<file path="src/rtl/mdv_pkg.sv">
package mdv_pkg;

	// ==========================================
	// operations and states
	typedef enum logic [3:0] {
		MDV_OP_MULT = 4'h0,
		MDV_OP_MULTU = 4'h1,
		MDV_OP_MADD = 4'h2,
		MDV_OP_MADDU = 4'h3,
		MDV_OP_MSUB = 4'h4,
		MDV_OP_MSUBU = 4'h5,
		MDV_OP_MUL = 4'h6,
		MDV_OP_DIV = 4'h7,
		MDV_OP_DIVU = 4'h8
	} mdv_op_t;

	typedef enum logic [1:0] {
		MDV_ST_IDLE = 2'h0,
		MDV_ST_MUL2 = 2'h1,
		MDV_ST_DIV = 2'h3
	} mdv_state_t;

	// ==========================================
	// multiplier geometry
	localparam int MDV_PASS_W = 16;

	// ==========================================
	// divide early-in skips and latencies
	localparam logic [5:0] MDV_DIV_BITS = 6'h20;
	localparam logic [5:0] MDV_SKIP_8 = 6'h17;
	localparam logic [5:0] MDV_SKIP_16 = 6'h0F;
	localparam logic [5:0] MDV_SKIP_24 = 6'h07;
	localparam logic [5:0] MDV_LAT_8 = 6'h0C;
	localparam logic [5:0] MDV_LAT_16 = 6'h13;
	localparam logic [5:0] MDV_LAT_24 = 6'h1A;
	localparam logic [5:0] MDV_LAT_32 = 6'h21;

endpackage : mdv_pkg

</file>
<file path="src/rtl/mdv_mul_div_unit.sv">
`timescale 1ns/1ns
module mdv_mul_div_unit (
	// clock and reset
	input wire logic sys_clk_i,
	input wire logic rstn_i,
	// issue from the integer pipeline
	input wire logic op_valid_i,
	input wire mdv_pkg::mdv_op_t op_code_i,
	input wire logic [31:0] first_source_operand_i,
	input wire logic [31:0] second_source_operand_i,
	output logic stall_o,
	// results
	output logic [31:0] upper_result_o,
	output logic [31:0] lower_result_o,
	output logic gpr_valid_o,
	output logic [31:0] gpr_data_o
);

	// ==========================================
	// state
	mdv_pkg::mdv_state_t state_q, state_d;
	mdv_pkg::mdv_op_t op_q, op_d;
	logic [32:0] a_q, a_d;
	logic [16:0] bhi_q, bhi_d;
	logic [63:0] part_q, part_d;
	logic [31:0] hi_q, hi_d, lo_q, lo_d;
	logic stall_q, stall_d;
	logic [5:0] cyc_q, cyc_d, bits_q, bits_d;
	logic [31:0] rem_q, rem_d, quo_q, quo_d, dvs_q, dvs_d;
	logic qneg_q, qneg_d, rneg_q, rneg_d;
	logic pend_q, pend_d, gv_q, gv_d;
	logic [31:0] hold_q, hold_d, gd_q, gd_d;

	// ==========================================
	// datapath
	logic take, sgn, fits, is_div, ext8, ext16, ext24, ge, div_fin, mul_fin;
	logic signed [32:0] ma;
	logic signed [16:0] mb;
	logic signed [49:0] mp;
	logic [63:0] mpx, prod, base, res, div_res;
	logic [32:0] shl, diff;
	logic [31:0] rem_n, quo_n, aa, bb, qq, rr;
	mdv_pkg::mdv_op_t cop;

	always_comb begin
		take = op_valid_i && !stall_q;
		sgn = (op_code_i == mdv_pkg::MDV_OP_MULT) || (op_code_i == mdv_pkg::MDV_OP_MADD)
			|| (op_code_i == mdv_pkg::MDV_OP_MSUB) || (op_code_i == mdv_pkg::MDV_OP_MUL)
			|| (op_code_i == mdv_pkg::MDV_OP_DIV);
		is_div = (op_code_i == mdv_pkg::MDV_OP_DIV) || (op_code_i == mdv_pkg::MDV_OP_DIVU);
		// width of the second operand alone sets the passes
		fits = sgn ? (&second_source_operand_i[31:15] || ~|second_source_operand_i[31:15])
			: ~|second_source_operand_i[31:16];
		ext8 = sgn ? (&first_source_operand_i[31:7] || ~|first_source_operand_i[31:7])
			: ~|first_source_operand_i[31:8];
		ext16 = sgn ? (&first_source_operand_i[31:15] || ~|first_source_operand_i[31:15])
			: ~|first_source_operand_i[31:16];
		ext24 = sgn ? (&first_source_operand_i[31:23] || ~|first_source_operand_i[31:23])
			: ~|first_source_operand_i[31:24];
		// shared 32x16 multiplier
		if (state_q == mdv_pkg::MDV_ST_MUL2) begin
			ma = $signed(a_q);
			mb = $signed(bhi_q);
			cop = op_q;
		end else begin
			ma = $signed({sgn & first_source_operand_i[31], first_source_operand_i});
			mb = $signed({sgn & fits & second_source_operand_i[15],
				second_source_operand_i[15:0]});
			cop = op_code_i;
		end
		mp = ma * mb;
		mpx = {{14{mp[49]}}, mp};
		prod = (state_q == mdv_pkg::MDV_ST_MUL2) ? part_q + {mpx[47:0], 16'h0000} : mpx;
		mul_fin = (state_q == mdv_pkg::MDV_ST_MUL2) || (take && !is_div && fits);
		// one restoring step per clock
		shl = {rem_q, quo_q[31]};
		diff = shl - {1'b0, dvs_q};
		ge = (shl >= {1'b0, dvs_q}) && (bits_q != 6'h00);
		rem_n = (bits_q == 6'h00) ? rem_q : (ge ? diff[31:0] : shl[31:0]);
		quo_n = (bits_q == 6'h00) ? quo_q : {quo_q[30:0], ge};
		qq = qneg_q ? 32'h0 - quo_n : quo_n;
		rr = rneg_q ? 32'h0 - rem_n : rem_n;
		div_res = {rr, qq};
		div_fin = (state_q == mdv_pkg::MDV_ST_DIV) && (cyc_q == 6'h01);
		base = div_fin ? div_res : {hi_q, lo_q};
		case (cop)
			mdv_pkg::MDV_OP_MADD, mdv_pkg::MDV_OP_MADDU: res = base + prod;
			mdv_pkg::MDV_OP_MSUB, mdv_pkg::MDV_OP_MSUBU: res = base - prod;
			default: res = prod;
		endcase
		aa = (sgn && first_source_operand_i[31]) ? 32'h0 - first_source_operand_i
			: first_source_operand_i;
		bb = (sgn && second_source_operand_i[31]) ? 32'h0 - second_source_operand_i
			: second_source_operand_i;
	end

	// ==========================================
	// control and registers next state
	always_comb begin
		state_d = state_q;
		op_d = op_q;
		a_d = a_q;
		bhi_d = bhi_q;
		part_d = part_q;
		hi_d = hi_q;
		lo_d = lo_q;
		cyc_d = cyc_q;
		bits_d = bits_q;
		rem_d = rem_q;
		quo_d = quo_q;
		dvs_d = dvs_q;
		qneg_d = qneg_q;
		rneg_d = rneg_q;
		hold_d = hold_q;
		pend_d = 1'b0;
		gv_d = pend_q;
		gd_d = pend_q ? hold_q : gd_q;
		// divide keeps running whatever the integer pipeline does
		if (state_q == mdv_pkg::MDV_ST_DIV) begin
			rem_d = rem_n;
			quo_d = quo_n;
			bits_d = (bits_q == 6'h00) ? 6'h00 : bits_q - 6'h01;
			cyc_d = cyc_q - 6'h01;
			if (div_fin) begin
				hi_d = div_res[63:32];
				lo_d = div_res[31:0];
				state_d = mdv_pkg::MDV_ST_IDLE;
			end
		end
		if (state_q == mdv_pkg::MDV_ST_MUL2) begin
			state_d = mdv_pkg::MDV_ST_IDLE;
		end
		if (mul_fin) begin
			if (cop == mdv_pkg::MDV_OP_MUL) begin
				hold_d = prod[31:0];
				pend_d = 1'b1;
			end else begin
				hi_d = res[63:32];
				lo_d = res[31:0];
			end
		end
		if (take && !is_div) begin
			op_d = op_code_i;
			if (!fits) begin
				// first pass on the low half, second pass on the high half
				a_d = {sgn & first_source_operand_i[31], first_source_operand_i};
				bhi_d = {sgn & second_source_operand_i[31], second_source_operand_i[31:16]};
				part_d = prod;
				state_d = mdv_pkg::MDV_ST_MUL2;
			end
		end
		if (take && is_div) begin
			state_d = mdv_pkg::MDV_ST_DIV;
			qneg_d = sgn && (first_source_operand_i[31] ^ second_source_operand_i[31]);
			rneg_d = sgn && first_source_operand_i[31];
			dvs_d = bb;
			rem_d = 32'h0;
			if (ext8) begin
				quo_d = aa << mdv_pkg::MDV_SKIP_8;
				bits_d = mdv_pkg::MDV_DIV_BITS - mdv_pkg::MDV_SKIP_8;
				cyc_d = mdv_pkg::MDV_LAT_8 - 6'h01;
			end else if (ext16) begin
				quo_d = aa << mdv_pkg::MDV_SKIP_16;
				bits_d = mdv_pkg::MDV_DIV_BITS - mdv_pkg::MDV_SKIP_16;
				cyc_d = mdv_pkg::MDV_LAT_16 - 6'h01;
			end else if (ext24) begin
				quo_d = aa << mdv_pkg::MDV_SKIP_24;
				bits_d = mdv_pkg::MDV_DIV_BITS - mdv_pkg::MDV_SKIP_24;
				cyc_d = mdv_pkg::MDV_LAT_24 - 6'h01;
			end else begin
				quo_d = aa;
				bits_d = mdv_pkg::MDV_DIV_BITS;
				cyc_d = mdv_pkg::MDV_LAT_32 - 6'h01;
			end
		end
		// interlock: second pass, or divide until its last cycle
		stall_d = (state_d == mdv_pkg::MDV_ST_MUL2)
			|| ((state_d == mdv_pkg::MDV_ST_DIV) && (cyc_d != 6'h01));
	end

	always_ff @(posedge sys_clk_i) begin
		if (!rstn_i) begin
			state_q <= mdv_pkg::MDV_ST_IDLE;
			op_q <= mdv_pkg::MDV_OP_MULT;
			a_q <= 33'h0;
			bhi_q <= 17'h0;
			part_q <= 64'h0;
			hi_q <= 32'h0;
			lo_q <= 32'h0;
			stall_q <= 1'b0;
			cyc_q <= 6'h00;
			bits_q <= 6'h00;
			rem_q <= 32'h0;
			quo_q <= 32'h0;
			dvs_q <= 32'h0;
			qneg_q <= 1'b0;
			rneg_q <= 1'b0;
			pend_q <= 1'b0;
			gv_q <= 1'b0;
			hold_q <= 32'h0;
			gd_q <= 32'h0;
		end else begin
			state_q <= state_d;
			op_q <= op_d;
			a_q <= a_d;
			bhi_q <= bhi_d;
			part_q <= part_d;
			hi_q <= hi_d;
			lo_q <= lo_d;
			stall_q <= stall_d;
			cyc_q <= cyc_d;
			bits_q <= bits_d;
			rem_q <= rem_d;
			quo_q <= quo_d;
			dvs_q <= dvs_d;
			qneg_q <= qneg_d;
			rneg_q <= rneg_d;
			pend_q <= pend_d;
			gv_q <= gv_d;
			hold_q <= hold_d;
			gd_q <= gd_d;
		end
	end

	assign stall_o = stall_q;
	assign upper_result_o = hi_q;
	assign lower_result_o = lo_q;
	assign gpr_valid_o = gv_q;
	assign gpr_data_o = gd_q;

	logic [63:0] exp_s, exp_u;
	logic [31:0] exp_q;
	always_comb begin
		exp_s = 64'($signed(first_source_operand_i)) * 64'($signed(second_source_operand_i));
		exp_u = {32'h0, first_source_operand_i} * {32'h0, second_source_operand_i};
		exp_q = (second_source_operand_i == 32'h0) ? 32'h0
			: first_source_operand_i / second_source_operand_i;
	end
endmodule : mdv_mul_div_unit

</file>
<file path="config.mk">
export PLATFORM = sky130hd
export DESIGN_NAME = mdv_mul_div_unit
export DESIGN_NICKNAME = d
export VERILOG_FILES = /design/src/rtl/mdv_pkg.sv /design/src/rtl/mdv_mul_div_unit.sv
export SDC_FILE = /design/constraint.sdc
export NUM_CORES = 2
export LEC_CHECK = 0
export BUFFER_PORTS_ARGS = -buffer_cell sky130_fd_sc_hd__buf_2
export CAP_MARGIN = 10
export CELL_PAD_IN_SITES_DETAIL_PLACEMENT = 0
export CELL_PAD_IN_SITES_GLOBAL_PLACEMENT = 1
export CORE_MARGIN = 8
export CORE_UTILIZATION = 50
export CTS_CLUSTER_SIZE = 8
export DETAILED_ROUTE_END_ITERATION = 10
export PLACE_DENSITY = 0.87
export SYNTH_ARGS = -nofsm -noshare
export SYNTH_HDL_FRONTEND = slang
export SYNTH_SLANG_ARGS = --single-unit
</file>
<file path="constraint.sdc">
create_clock -name sys_clk_i -period 26.7 [get_ports sys_clk_i]
set_clock_uncertainty 0.15 [all_clocks]
set_input_delay 1.335 -clock sys_clk_i [delete_from_list [all_inputs] [get_ports sys_clk_i]]
set_output_delay 1.335 -clock sys_clk_i [all_outputs]
set_load 0.1 [all_outputs]
</file>
==> metrics.cfg <==
[grt]
track_usage_pct=32.8
grt_pass1_vias=45000
overflow=0
grt_max_degree=125
grt_antenna_before_repair=12
grt_pass1_wl_mm=276

[clock_tree]
hold_buffers=0
clock_tree.htree_level_count=2
cts_resized=0
clock_path_buffers=3
cts_buffers=52
clock_sinks=361
path_clk_slew_ns=0.06
clock_latency_ns=0.61
cts_tree=done
post_cts_buffers=0
cts_root_buf=clkbuf_16

[layout]
area_growth_pct=7.16
drive_gt1_share_pct=6.99
fin_util_pct=53.7
fin_nets=7240
final_area_sq_mm=0.0525

[routing]
drc=0
antenna_left=0
wl_met2_mm=80.3
wl_met3_mm=16.1
routed.top_layer=met4
wl_per_cell_um=23.8
viasPerCell=6.10
drt_iter0_drc=4922
dr_total_vias=46800
dr.pass1.iters=7
wl_met1_mm=75.2
wl_mm=182

[hold_path]
hold_depth=2
hold_start=dvs_q[26]$_SDFFE_PN0P_
hp-class=reg2reg
holdPathEnd=dvs_q[26]$_SDFFE_PN0P_

[synth]
synthFlopType=dfxtp_1
avgSynthCellArea_sq_um=7.69
yosys_warnings=0
syn_inst=6374
synth_edf_count=0
synth.top_cell.area_share_pct=22.0
synth_area_leaders=fa_1, dfxtp_1, nand2_1, ha_1, nor2_1
synth_area_sq_mm=0.0490
syn_nets=7253
synth_area_leader_cell=fa_1
async_reset_ff_share_pct=0
yosys_register_bits=361
yosysSeqAreaShare_pct=14.7
synth_cell_types=111

[timing]
slew_violations=0
hold_slack_ns=0.298
fin_tns_setup_ns=0
slew_headroom_pct=15.2
fmax_mhz=66.2
fin_crit_sh_pct=56.6
report.final.hold_viol_count=0
period_needed_ns=15.12
setup_viol=0
worst_pin_slew_ns=1.24
rsz0062_at_grt=false

[die]
ios=169
start_util_pct=50.1
design.die.area_sq_mm=0.108
core_area_sq_mm=0.0978
die_x_um=329
num_rows=115
die_y_um=329

[place]
gp_congestion=0.994
dpl-instance-area_sq_mm=0.0511
io_buffers=168
dp_hpwl_mm=142

[status]
status=finished, final reports clean

[setup_path]
r2r_cells=48
r2r-start=state_q[1]$_SDFF_PN0_
cpPeakStageDelay_ns=0.76
cp.arrival_ns=15.50
r2r_slack_ns=11.58
end_kind=flop
critical_path.max_fanout=58
reg2reg_to=upper_result_o[31]$_SDFF_PN0_
cp_slowest_cell=buf_4
cp.required_ns=27.08
start_kind=flop
critPathKind=reg2reg

[flow_run]
drv_cap=0

## sequential cells by signal, summed over array words and instances (netlist names), 2 cells and up
name,flops
a_q,33
bhi_q,17
bits_q,6
cyc_q,6
dvs_q,32
gpr_data_o,32
hold_q,32
lower_result_o,32
op_q,4
part_q,64
quo_q,32
rem_q,32
state_q,2
upper_result_o,32
## per-stage QoR
step	setup WS (ns)	instances
floorplan	12.21	6374
global placement	11.73	7594
detailed placement	11.50	7594
CTS	11.85	7655
global route	10.47	7660
finish	11.58	7669
## routing by layer
metal / track usage (%) / vias to the layer above
li1: - / 21500
met1: 43.2 / 22800
met2: 51.8 / 2118
met3: 6.10 / 412
met4: 16.2 / 0
met5: 0 / -
## worst max path at each step
stage	cells after the start	slack [ns]	to	start
after floorplan	57	12.21	upper_result_o[31]$_SDFF_PN0_	state_q[0]$_SDFF_PN0_
after global placement	48	11.73	upper_result_o[31]$_SDFF_PN0_	op_code_i[2]
after detailed placement	48	11.50	upper_result_o[31]$_SDFF_PN0_	op_code_i[2]
after CTS	48	11.85	upper_result_o[31]$_SDFF_PN0_	state_q[1]$_SDFF_PN0_
after global routing	48	10.47	upper_result_o[31]$_SDFF_PN0_	state_q[1]$_SDFF_PN0_
final	48	11.58	upper_result_o[31]$_SDFF_PN0_	state_q[1]$_SDFF_PN0_
## logic make-up (layout without fill, tap and decap cells)
group | Yosys count | count (layout) | share of synthesized area (%)
xor+xnor | 307 | 307 | 5.49
compound gates | 1485 | 1485 | 19.8
fa+ha+maj | 808 | 808 | 28.9
buf+inv | 975 | 969 | 7.64
mux | 138 | 138 | 2.83
flops | 361 | 361 | 14.7
simple gates | 2300 | 2300 | 20.7
other cells | 0 | 14 | 0
## final cells by class
| type | instances | area, sq um |
|---|---|---|
| multi-input cells | 5038 | 38200 |
| flip-flops and latches | 361 | 7230 |
| well taps | 1287 | 1610 |
| inverters | 628 | 2360 |
| clock inverters | 2 | 35.0 |
| diodes | 14 | 35.0 |
| clock buffers | 59 | 1370 |
| repair buffers | 280 | 1700 |
| fillers | 9541 | 45300 |
## critical path: cells and delay by family (launching register included)
family,cells,cell delay [ns]
simple gates,14,4.33
flops,1,0.42
fa+ha+maj,9,4.07
buf+inv,6,1.02
compound gates,17,4.61
xor+xnor,2,0.31
## synthesized netlist by cell type (33+ instances only)
| library cell | count |
|---|---|
| inv_1 | 628 |
| nor2_1 | 719 |
| a21oi_1 | 418 |
| nand4_1 | 59 |
| a31oi_1 | 62 |
| xor2_1 | 129 |
| nand2_1 | 963 |
| xnor2_1 | 178 |
| nand3_1 | 85 |
| a211oi_1 | 118 |
| o21ai_0 | 317 |
| o31ai_1 | 33 |
| ha_1 | 269 |
| nor2b_1 | 48 |
| nand2b_1 | 50 |
| dfxtp_1 | 361 |
| clkbuf_1 | 302 |
| and3_1 | 52 |
| o211a_1 | 42 |
| mux2i_1 | 134 |
| fa_1 | 539 |
| or3_1 | 46 |
| o21a_1 | 51 |
| o211ai_1 | 64 |
| nor3_1 | 117 |
| a21o_1 | 116 |
| and2_1 | 46 |
## layout by cell type, fill, tap and decap left out, types with 118 or more instances in the layout
cell type / Yosys / layout
a21oi_1: 418 / 413
mux2i_1: 134 / 128
ha_1: 269 / 269
nor2_1: 719 / 717
dfxtp_1: 361 / 360
fa_1: 539 / 539
inv_1: 628 / 627
xor2_1: 129 / 129
xnor2_1: 178 / 178
o21ai_0: 317 / 317
a211oi_1: 118 / 118
buf_2: 8 / 167
nand2_1: 963 / 961
Power is left out: the tool's default activity adds up to more than one toggle a clock period on the data nets, which glitch-free logic cannot reach.
